### src/core/e1tsl_pkg.sv
// Constants shared by the E1 transmit signalling and loopback control block
package e1tsl_pkg;
    // ==========================================================
    // Register offsets
    localparam logic [7:0] ADDR_MF_ALIGN = 8'h13;
    localparam logic [7:0] ADDR_LINK_SEL = 8'h14;
    localparam logic [7:0] ADDR_CODE_LOOP = 8'h15;
    localparam logic [7:0] ADDR_TX_ALARM = 8'h16;
    localparam logic [7:0] ADDR_SIG_MODE = 8'h17;
    localparam logic [7:0] ADDR_STATUS = 8'h18;
    // ==========================================================
    // Reset values and writable bit masks
    localparam logic [7:0] RST_MF_ALIGN = 8'h0f;
    localparam logic [7:0] RST_LINK_SEL = 8'h00;
    localparam logic [7:0] RST_CODE_LOOP = 8'h00;
    localparam logic [7:0] RST_TX_ALARM = 8'h00;
    localparam logic [7:0] RST_SIG_MODE = 8'h00;
    localparam logic [7:0] WMASK_LINK_SEL = 8'he0;
    localparam logic [7:0] WMASK_CODE_LOOP = 8'h7f;
    localparam logic [7:0] WMASK_SIG_MODE = 8'h03;
    // ==========================================================
    // Field positions: multiframe alignment word
    localparam int MF_X1 = 3;
    localparam int MF_Y = 2;
    // Link controller select word
    localparam int LS_NATIONAL = 7;
    localparam int LS_SLOT16 = 6;
    localparam int LS_RX_TRANSP = 5;
    // Coding and loopback word
    localparam int CL_METALLIC = 6;
    localparam int CL_AMI = 5;
    localparam int CL_MF_RESEARCH = 4;
    localparam int CL_DIGITAL = 3;
    localparam int CL_REMOTE = 2;
    localparam int CL_BACKPLANE = 1;
    localparam int CL_PAYLOAD = 0;
    // Transmit alarm word
    localparam int TA_ALL_ONES = 7;
    localparam int TA_SLOT0 = 6;
    localparam int TA_SLOT16 = 5;
    localparam int TA_E_FILL = 4;
    localparam int TA_FR_RESEARCH = 3;
    localparam int TA_FP_RATE = 2;
    localparam int TA_DATA_OFF = 1;
    localparam int TA_SIG_OFF = 0;
    // Signalling mode word
    localparam int SM_Y_MANUAL = 0;
    localparam int SM_CCS = 1;
    // ==========================================================
    // Frame positions and frame pulse divider
    localparam logic [4:0] SLOT_ZERO = 5'h00;
    localparam logic [4:0] SLOT_SIG = 5'h10;
    localparam logic [3:0] FRAME_ZERO = 4'h0;
    localparam int FP_64K_BIT = 4;
    localparam logic [7:0] FP_8K_COUNT = 8'hff;
endpackage

### src/core/e1tsl_pin_sync.sv
// Three-stage pin synchroniser with agreement filter
`timescale 1ns/1ps
module e1tsl_pin_sync
(
    input wire logic ref_clk,
    input wire logic rst_b,
    input wire logic ce,
    input wire logic pin_in,
    output logic sync_out
);
    logic s1_reg;
    logic s2_reg;
    logic s3_reg;

    // ==========================================================
    // Stage one feeds only stage two, to contain metastability
    always_ff @(posedge ref_clk)
    begin
        if (!rst_b)
        begin
            s1_reg <= 1'b0;
            s2_reg <= 1'b0;
            s3_reg <= 1'b0;
        end
        else if (ce)
        begin
            s1_reg <= pin_in;
            s2_reg <= s1_reg;
            s3_reg <= s2_reg;
        end
    end

    // A change counts once stages two and three agree
    always_ff @(posedge ref_clk)
    begin
        if (!rst_b)
            sync_out <= 1'b0;
        else if (ce && (s2_reg == s3_reg))
            sync_out <= s3_reg;
    end
endmodule

### src/core/e1tsl_ctrl.sv
// E1 transmit signalling word, loopback, alarm and output control block
// ==========================================================
// What this block does
// - Send the four alignment pattern bits in slot 16 bits 1-4, frame zero
// - Send spare bit A in slot 16 bit 5, frame zero; resets to one
// - Manual mode sends programmed remote loss bit in bit 6; automatic ignores it
// - Send spare bits B and C in slot 16 bits 7-8; reset to one
// - National bit controller attached when selected; else detached, interrupts masked
// - Slot 16 controller attached in common channel mode when selected; interrupts masked only when deselected
// - Receive transparent mode disables receive framing, raw data to backplane
// - Metallic loop feeds transmit line into receiver; isolating the line inputs is left to logic outside
// - Coding bit zero means HDB3 on transmit, one means AMI; receive always HDB3
// - Multiframe search starts on one-to-zero of its bit; software holds a frame
// - Digital loop feeds transmit line stream in place of receive line stream
// - Remote loop routes line receive pins straight to line transmit pins
// - Backplane loop connects backplane input to backplane output
// - Payload loop returns received slots except slot zero to the line
// - Alarm bit forces all ones on the whole transmit line
// - Slot zero alarm bit forces all ones in slot zero only
// - Slot 16 alarm bit forces all ones in slot 16 when the payload loop is off
// - E-bits carry comparison results when CRC sync holds, else the fill bit
// - Frame search starts on one-to-zero of its bit; software holds a frame
// - Frame pulse output is 64 kHz when selected, else 8 kHz
// - Data output disable tristates on signal, frame, CRC loss or alarm
// - Signalling output disable tristates on multiframe loss or slot 16 alarm
// - Automatic mode fills remote loss bit with own multiframe alignment state
// - Mode bit selects common channel signalling when one, associated when zero
//
// Strobed register access is this design's own decision.
`timescale 1ns/1ps
module e1tsl_ctrl
(
    input wire logic ref_clk,
    input wire logic rst_b,
    input wire logic ce,
    input wire logic [7:0] reg_addr,
    input wire logic [7:0] reg_wdata,
    input wire logic reg_wr,
    input wire logic reg_rd,
    output logic [7:0] reg_rdata,
    input wire logic tx_bit_strobe,
    input wire logic [4:0] tx_slot,
    input wire logic [2:0] tx_bit_idx,
    input wire logic [3:0] tx_frame,
    input wire logic tx_framer_bit,
    input wire logic rx_payload_bit,
    input wire logic slot16_link_tx_bit,
    output logic tx_bit_out,
    input wire logic crc_compare_bit,
    output logic tx_e_bit,
    input wire logic signal_loss,
    input wire logic frame_loss,
    input wire logic crc_frame_loss,
    input wire logic multiframe_loss,
    input wire logic ais_seen,
    input wire logic slot16_alarm_seen,
    input wire logic line_rx_pos,
    input wire logic line_rx_neg,
    input wire logic enc_tx_pos,
    input wire logic enc_tx_neg,
    output logic line_tx_pos,
    output logic line_tx_neg,
    output logic dec_rx_pos,
    output logic dec_rx_neg,
    input wire logic bp_data_in,
    input wire logic rx_framer_data,
    output logic bp_data_out,
    output logic bp_data_out_oe,
    input wire logic rx_sig_data,
    output logic bp_sig_out,
    output logic bp_sig_out_oe,
    output logic hdb3_enable,
    output logic rx_framing_off,
    output logic tx_common_sig_mode,
    output logic national_bit_link_ctrl,
    output logic slot16_link_ctrl,
    input wire logic national_link_irq_in,
    input wire logic slot16_link_irq_in,
    output logic national_link_irq,
    output logic slot16_link_irq,
    output logic mf_search_start,
    output logic frame_search_start,
    input wire logic rx_clk_strobe,
    output logic rx_frame_pulse_out
);
    logic [7:0] mf_align_reg;
    logic [7:0] link_sel_reg;
    logic [7:0] code_loop_reg;
    logic [7:0] tx_alarm_reg;
    logic [7:0] sig_mode_reg;
    logic [7:0] rdata_next;
    logic [7:0] status_word;
    logic [7:0] slot16_word;
    logic [7:0] fp_cnt_reg;
    logic mf_research_prev;
    logic fr_research_prev;
    logic rx_pos_s;
    logic rx_neg_s;
    logic bp_in_s;
    logic tx_next;
    logic y_bit;
    logic data_off;
    logic sig_off;
    logic wr_en;

    assign wr_en = ce && reg_wr;

    // ==========================================================
    // Pin synchronisers
    e1tsl_pin_sync u_sync_rx_pos
    (
        .ref_clk(ref_clk), .rst_b(rst_b), .ce(ce), .pin_in(line_rx_pos), .sync_out(rx_pos_s)
    );

    e1tsl_pin_sync u_sync_rx_neg
    (
        .ref_clk(ref_clk), .rst_b(rst_b), .ce(ce), .pin_in(line_rx_neg), .sync_out(rx_neg_s)
    );

    e1tsl_pin_sync u_sync_bp_in
    (
        .ref_clk(ref_clk), .rst_b(rst_b), .ce(ce), .pin_in(bp_data_in), .sync_out(bp_in_s)
    );

    // ==========================================================
    // Control registers, defaults applied at reset
    always_ff @(posedge ref_clk)
    begin
        if (!rst_b)
        begin
            mf_align_reg <= e1tsl_pkg::RST_MF_ALIGN;
            link_sel_reg <= e1tsl_pkg::RST_LINK_SEL;
            code_loop_reg <= e1tsl_pkg::RST_CODE_LOOP;
            tx_alarm_reg <= e1tsl_pkg::RST_TX_ALARM;
            sig_mode_reg <= e1tsl_pkg::RST_SIG_MODE;
        end
        else if (wr_en)
        begin
            case (reg_addr)
                e1tsl_pkg::ADDR_MF_ALIGN: mf_align_reg <= reg_wdata;
                e1tsl_pkg::ADDR_LINK_SEL: link_sel_reg <= reg_wdata & e1tsl_pkg::WMASK_LINK_SEL;
                e1tsl_pkg::ADDR_CODE_LOOP:
                    code_loop_reg <= reg_wdata & e1tsl_pkg::WMASK_CODE_LOOP;
                e1tsl_pkg::ADDR_TX_ALARM: tx_alarm_reg <= reg_wdata;
                e1tsl_pkg::ADDR_SIG_MODE: sig_mode_reg <= reg_wdata & e1tsl_pkg::WMASK_SIG_MODE;
                default: ;
            endcase
        end
    end

    // Status word shows live conditions and the output drive state
    assign status_word = {3'h0, rx_frame_pulse_out, ~bp_sig_out_oe,
        ~bp_data_out_oe, crc_frame_loss, multiframe_loss};

    // Read mux; unmapped addresses read zero
    always_comb
    begin
        case (reg_addr)
            e1tsl_pkg::ADDR_MF_ALIGN: rdata_next = mf_align_reg;
            e1tsl_pkg::ADDR_LINK_SEL: rdata_next = link_sel_reg;
            e1tsl_pkg::ADDR_CODE_LOOP: rdata_next = code_loop_reg;
            e1tsl_pkg::ADDR_TX_ALARM: rdata_next = tx_alarm_reg;
            e1tsl_pkg::ADDR_SIG_MODE: rdata_next = sig_mode_reg;
            e1tsl_pkg::ADDR_STATUS: rdata_next = status_word;
            default: rdata_next = 8'h00;
        endcase
    end

    // Read data stand only in the cycle after the strobe
    always_ff @(posedge ref_clk)
    begin
        if (!rst_b)
            reg_rdata <= 8'h00;
        else if (ce)
            reg_rdata <= reg_rd ? rdata_next : 8'h00;
    end

    // ==========================================================
    // Mode outputs straight from the control bits
    assign hdb3_enable = ~code_loop_reg[e1tsl_pkg::CL_AMI];
    assign rx_framing_off = link_sel_reg[e1tsl_pkg::LS_RX_TRANSP];
    assign tx_common_sig_mode = sig_mode_reg[e1tsl_pkg::SM_CCS];
    assign national_bit_link_ctrl = link_sel_reg[e1tsl_pkg::LS_NATIONAL];
    // Slot 16 controller only makes sense in common channel mode
    assign slot16_link_ctrl = link_sel_reg[e1tsl_pkg::LS_SLOT16] & tx_common_sig_mode;
    // Deselected controllers get their interrupts masked
    assign national_link_irq = national_link_irq_in & national_bit_link_ctrl;
    assign slot16_link_irq = slot16_link_irq_in & link_sel_reg[e1tsl_pkg::LS_SLOT16];

    // ==========================================================
    // Reframe requests act on the falling edge of the control bit
    always_ff @(posedge ref_clk)
    begin
        if (!rst_b)
        begin
            mf_research_prev <= 1'b0;
            fr_research_prev <= 1'b0;
            mf_search_start <= 1'b0;
            frame_search_start <= 1'b0;
        end
        else if (ce)
        begin
            mf_research_prev <= code_loop_reg[e1tsl_pkg::CL_MF_RESEARCH];
            fr_research_prev <= tx_alarm_reg[e1tsl_pkg::TA_FR_RESEARCH];
            mf_search_start <= mf_research_prev
                & ~code_loop_reg[e1tsl_pkg::CL_MF_RESEARCH];
            frame_search_start <= fr_research_prev
                & ~tx_alarm_reg[e1tsl_pkg::TA_FR_RESEARCH];
        end
    end

    // ==========================================================
    // Slot 16 frame zero word; automatic mode reports own alignment
    assign y_bit = sig_mode_reg[e1tsl_pkg::SM_Y_MANUAL] ?
        mf_align_reg[e1tsl_pkg::MF_Y] : multiframe_loss;
    assign slot16_word = {mf_align_reg[7:3], y_bit, mf_align_reg[1:0]};

    // Transmit bit select; line and slot zero alarms outrank loops, slot 16 alarm outranks signalling only
    always_comb
    begin
        if (tx_alarm_reg[e1tsl_pkg::TA_ALL_ONES])
            tx_next = 1'b1;
        else if (tx_slot == e1tsl_pkg::SLOT_ZERO)
            tx_next = tx_alarm_reg[e1tsl_pkg::TA_SLOT0] | tx_framer_bit;
        else if (code_loop_reg[e1tsl_pkg::CL_PAYLOAD])
            tx_next = rx_payload_bit;
        else if (tx_slot == e1tsl_pkg::SLOT_SIG)
        begin
            if (tx_alarm_reg[e1tsl_pkg::TA_SLOT16])
                tx_next = 1'b1;
            else if (slot16_link_ctrl)
                tx_next = slot16_link_tx_bit;
            else if (!tx_common_sig_mode && tx_frame == e1tsl_pkg::FRAME_ZERO)
                tx_next = slot16_word[3'h7 - tx_bit_idx];
            else
                tx_next = tx_framer_bit;
        end
        else
            tx_next = tx_framer_bit;
    end

    // Transmit bit and E-bit advance on the framer bit strobe
    always_ff @(posedge ref_clk)
    begin
        if (!rst_b)
        begin
            tx_bit_out <= 1'b1;
            tx_e_bit <= 1'b0;
        end
        else if (ce && tx_bit_strobe)
        begin
            tx_bit_out <= tx_next;
            tx_e_bit <= crc_frame_loss ? tx_alarm_reg[e1tsl_pkg::TA_E_FILL]
                : crc_compare_bit;
        end
    end

    // ==========================================================
    // Metallic and digital loops feed encoder to decoder; isolation is outside
    always_ff @(posedge ref_clk)
    begin
        if (!rst_b)
        begin
            line_tx_pos <= 1'b0;
            line_tx_neg <= 1'b0;
            dec_rx_pos <= 1'b0;
            dec_rx_neg <= 1'b0;
        end
        else if (ce)
        begin
            line_tx_pos <= code_loop_reg[e1tsl_pkg::CL_REMOTE] ? rx_pos_s : enc_tx_pos;
            line_tx_neg <= code_loop_reg[e1tsl_pkg::CL_REMOTE] ? rx_neg_s : enc_tx_neg;
            if (code_loop_reg[e1tsl_pkg::CL_METALLIC] || code_loop_reg[e1tsl_pkg::CL_DIGITAL])
            begin
                dec_rx_pos <= enc_tx_pos;
                dec_rx_neg <= enc_tx_neg;
            end
            else
            begin
                dec_rx_pos <= rx_pos_s;
                dec_rx_neg <= rx_neg_s;
            end
        end
    end

    // ==========================================================
    // Backplane outputs and their conditional tristate
    assign data_off = tx_alarm_reg[e1tsl_pkg::TA_DATA_OFF]
        & (signal_loss | frame_loss | crc_frame_loss | ais_seen);
    assign sig_off = tx_alarm_reg[e1tsl_pkg::TA_SIG_OFF]
        & (multiframe_loss | slot16_alarm_seen);

    always_ff @(posedge ref_clk)
    begin
        if (!rst_b)
        begin
            bp_data_out <= 1'b1;
            bp_sig_out <= 1'b1;
            bp_data_out_oe <= 1'b1;
            bp_sig_out_oe <= 1'b1;
        end
        else if (ce)
        begin
            // Transparent data already arrives unframed on rx_framer_data
            bp_data_out <= code_loop_reg[e1tsl_pkg::CL_BACKPLANE] ?
                bp_in_s : rx_framer_data;
            bp_sig_out <= rx_sig_data;
            bp_data_out_oe <= ~data_off;
            bp_sig_out_oe <= ~sig_off;
        end
    end

    // ==========================================================
    // Frame pulse divider on the recovered clock strobe
    always_ff @(posedge ref_clk)
    begin
        if (!rst_b)
        begin
            fp_cnt_reg <= 8'h00;
            rx_frame_pulse_out <= 1'b0;
        end
        else if (ce && rx_clk_strobe)
        begin
            fp_cnt_reg <= fp_cnt_reg + 8'h01;
            rx_frame_pulse_out <= tx_alarm_reg[e1tsl_pkg::TA_FP_RATE] ?
                fp_cnt_reg[e1tsl_pkg::FP_64K_BIT] :
                (fp_cnt_reg == e1tsl_pkg::FP_8K_COUNT);
        end
    end
endmodule

### config.mk
export PLATFORM = sky130hd
export DESIGN_NAME = e1tsl_ctrl
export DESIGN_NICKNAME = d
export VERILOG_FILES = /design/src/core/e1tsl_pkg.sv /design/src/core/e1tsl_pin_sync.sv /design/src/core/e1tsl_ctrl.sv
export SDC_FILE = /design/constraint.sdc
export NUM_CORES = 1
export LEC_CHECK = 0
export ABC_AREA = 1
export BUFFER_PORTS_ARGS = -buffer_cell sky130_fd_sc_hd__buf_2
export CORE_MARGIN = 5
export CORE_UTILIZATION = 53
export CTS_CLUSTER_SIZE = 8
export DETAILED_ROUTE_END_ITERATION = 10
export PLACE_DENSITY = 0.79
export SLEW_MARGIN = 20
export SYNTH_ARGS = -nofsm -noshare
export SYNTH_HDL_FRONTEND = slang
export SYNTH_HIERARCHICAL = 1
export SYNTH_SLANG_ARGS = --single-unit
### constraint.sdc
create_clock -name ref_clk -period 1.4 [get_ports ref_clk]
set_input_delay 0.07 -clock ref_clk [delete_from_list [all_inputs] [get_ports ref_clk]]
set_output_delay 0.07 -clock ref_clk [all_outputs]
set_load 0.005 [all_outputs]
==> reports/summary.txt <==
n_diodes -> 0
wl on met1 -> 3740 um
most frequent cells after synthesis -> 76 x nand2_1, 71 x dfxtp_1, 65 x inv_1
max incr delay on CP -> 350 ps
Netlist cell types -> 38
CTS tree -> built
Slew @ Worst Pin -> 517 ps
clock root cell -> clkbuf_8
synthesis-stage register bit count -> 71
initial antenna violation count -> 0
Finished Cell Area -> 4140 um2
Clock Tree Buf Depth -> 2
Crit. End Element -> flop
Primary FF master, synth -> dfxtp_1
RD Place Congestion -> 0.986
Worst-path clk slew -> 80 ps
Syn Area/Cell -> 7.19 um2
hold slack -> 24.7 ps
clk sink count -> 71
top-area cell type share of the netlist area -> 43.2%
number of non-filler instances in the completed layout -> 640
postcts setup bufs -> 0
CTS Buf Count -> 9
Max-Cap Viols -> 0
DRC viols -> 0
Initial Util -> 54.9%
vias per cell -> 5.32
maximum VDD drop -> 0.726 mV
DRT Pass-1 Iters -> 6
CP required -> 1630 ps
routed vias -> 3402
startpoint types -> flop
ratio of cells with drive above 1 in the final layout -> 23.9%
kind of critical path -> reg -> reg
run status -> complete, no violations
EDFF count, synth -> 0
Die X -> 88.8 um
clock skew -> 9.68 ps
Max Used Layer -> met4
die span in y -> 88.8 um
WL per Instance -> 14.0 um
Core Footprint -> 5990 um2
Mapped Cells -> 458
final slew viol count -> 0
first-pass GRT wire length -> 14600 um
Post-Syn Nets -> 513
clk_lat worst skew -> 360 ps
worst-path cell chain -> ha_1, inv_1, nor4_2, nand2_1, xor2_1, nor2_1
slowest CP cell -> dfxtp_1
number of global-route vias before repair -> 3227
detailed placement HPWL -> 6660 um
dominant cells by area after synthesis -> dfxtp_1 43%, nand2_1 8.7%, a21oi_1 7.9%
Synth async-reset ratio -> 0%
YS warnings -> 6
Final setup viols -> 0
GRT Total Usage -> 24.1%
power density cells -> 1020 nW/um2
most common cell in the netlist -> nand2_1
placed insts -> 617
Row Count -> 28
num ports -> 82
Final Hold Fails -> 0
WL final -> 8930 um
Critical Path Fanout Max -> 3
antenna-violating nets left -> 0
fin crit share -> 88.3%
Placement Cell Area -> 3850 um2
metal3 WL -> 800 um
P&R area growth vs syn -> 25.7%
mapped cell area -> 3290 um2
min Tclk post-route -> 1240 ps
pin count of the biggest net entering global routing -> 53
crit path DAT -> 1470 ps
H-tree depth -> 3
GRT Residual Overflow -> 0
RSZ-0062 raised after global routing -> false
final net count -> 615
IO Port Bufs -> 81
FMAX -> 809 MHz
die area -> 7890 um2
Pleak -> 1.88 nW
HP Class -> in -> reg
DRT iter0 DRCs -> 187
met2 WL -> 4100 um
Slew HR -> 65.3%
Seq/Total Area, Yosys -> 43.2%
TNS Setup -> 0 ps
Yosys top cell by area -> dfxtp_1
## kinds of logic (layout without fill, tap and decap cells)
family | after synthesis | after routing | synth area share, %
compound gates | 127 | 127 | 21.6
flops | 71 | 71 | 43.2
buf+inv | 84 | 191 | 9.84
fa+ha+maj | 1 | 1 | 0.380
xor+xnor | 1 | 1 | 0.266
simple gates | 174 | 174 | 24.8
## power breakdown
group	leakage, nW	internal, mW	switching (mW)	total, mW
Sequential	0.578	2.07	0.0264	2.09
Clock	0.105	0.917	0.799	1.72
Combinational	1.20	0.167	0.228	0.395
Total	1.88	3.15	1.05	4.20
## placed cells by master, fill, tap and decap left out, drive strengths merged, types with 2 or more instances in the layout
master / n
clkbuf: 11
nor3: 8
o2111ai: 5
inv: 71
nand3: 36
buf: 96
nand3b: 2
dfxtp: 71
a21oi: 55
o211ai: 6
clkinv: 4
o21ai: 58
a211oi: 2
nand2: 78
nand4: 3
nor2: 41
dlygate4sd3: 7
nor4: 3
## layer usage
metal | vias to the layer above | global-route usage [%]
li1 | 1724 | -
met2 | 137 | 39.2
met4 | 0 | 11.5
met1 | 1512 | 28.8
met3 | 29 | 7.82
met5 | - | 0
## worst paths after layout
kind	startpoint	end	slack (ps)	cells after the start
min reg2reg	u_sync_bp_in/s3_reg	u_sync_bp_in/sync_out	460	2
min	reg_wdata[0]	mf_align_reg[0]	20	3
max reg2reg	fp_cnt_reg[0]	fp_cnt_reg[6]	160	6
max	fp_cnt_reg[0]	fp_cnt_reg[6]	160	6
## final cells by class
| cell class | instances | area (um2) |
|---|---|---|
| repair buffers | 103 | 588 |
| fillers | 513 | 1850 |
| flip-flops and latches | 71 | 1420 |
| inverters | 72 | 273 |
| clock inverters | 5 | 56.3 |
| well taps | 75 | 93.8 |
| multi-input cells | 303 | 1560 |
| clock buffers | 11 | 151 |
## critical path, delay by kind of cell, from the launching register on
family | cells | cell delay, ps
flops | 1 | 350
buf+inv | 1 | 60
fa+ha+maj | 1 | 150
xor+xnor | 1 | 150
simple gates | 3 | 400
## stage by stage
step                      power [mW]  setup slack [ps]  util, %
after floorplan                 2.32               217        -
after global placement          2.50              22.2     64.3
after detailed placement        2.52             -47.5     64.3
after CTS                       4.23              66.6     68.9
after global routing            4.36              2.98     69.1
final                           4.20               164     69.1
## timing repair
item,CTS,global route
resized for setup,0,2
endpoints found under the setup margin,0,2
hold endpoints to repair,9,0
hold buffers,7,0
Power figures use the tool's default switching activity.
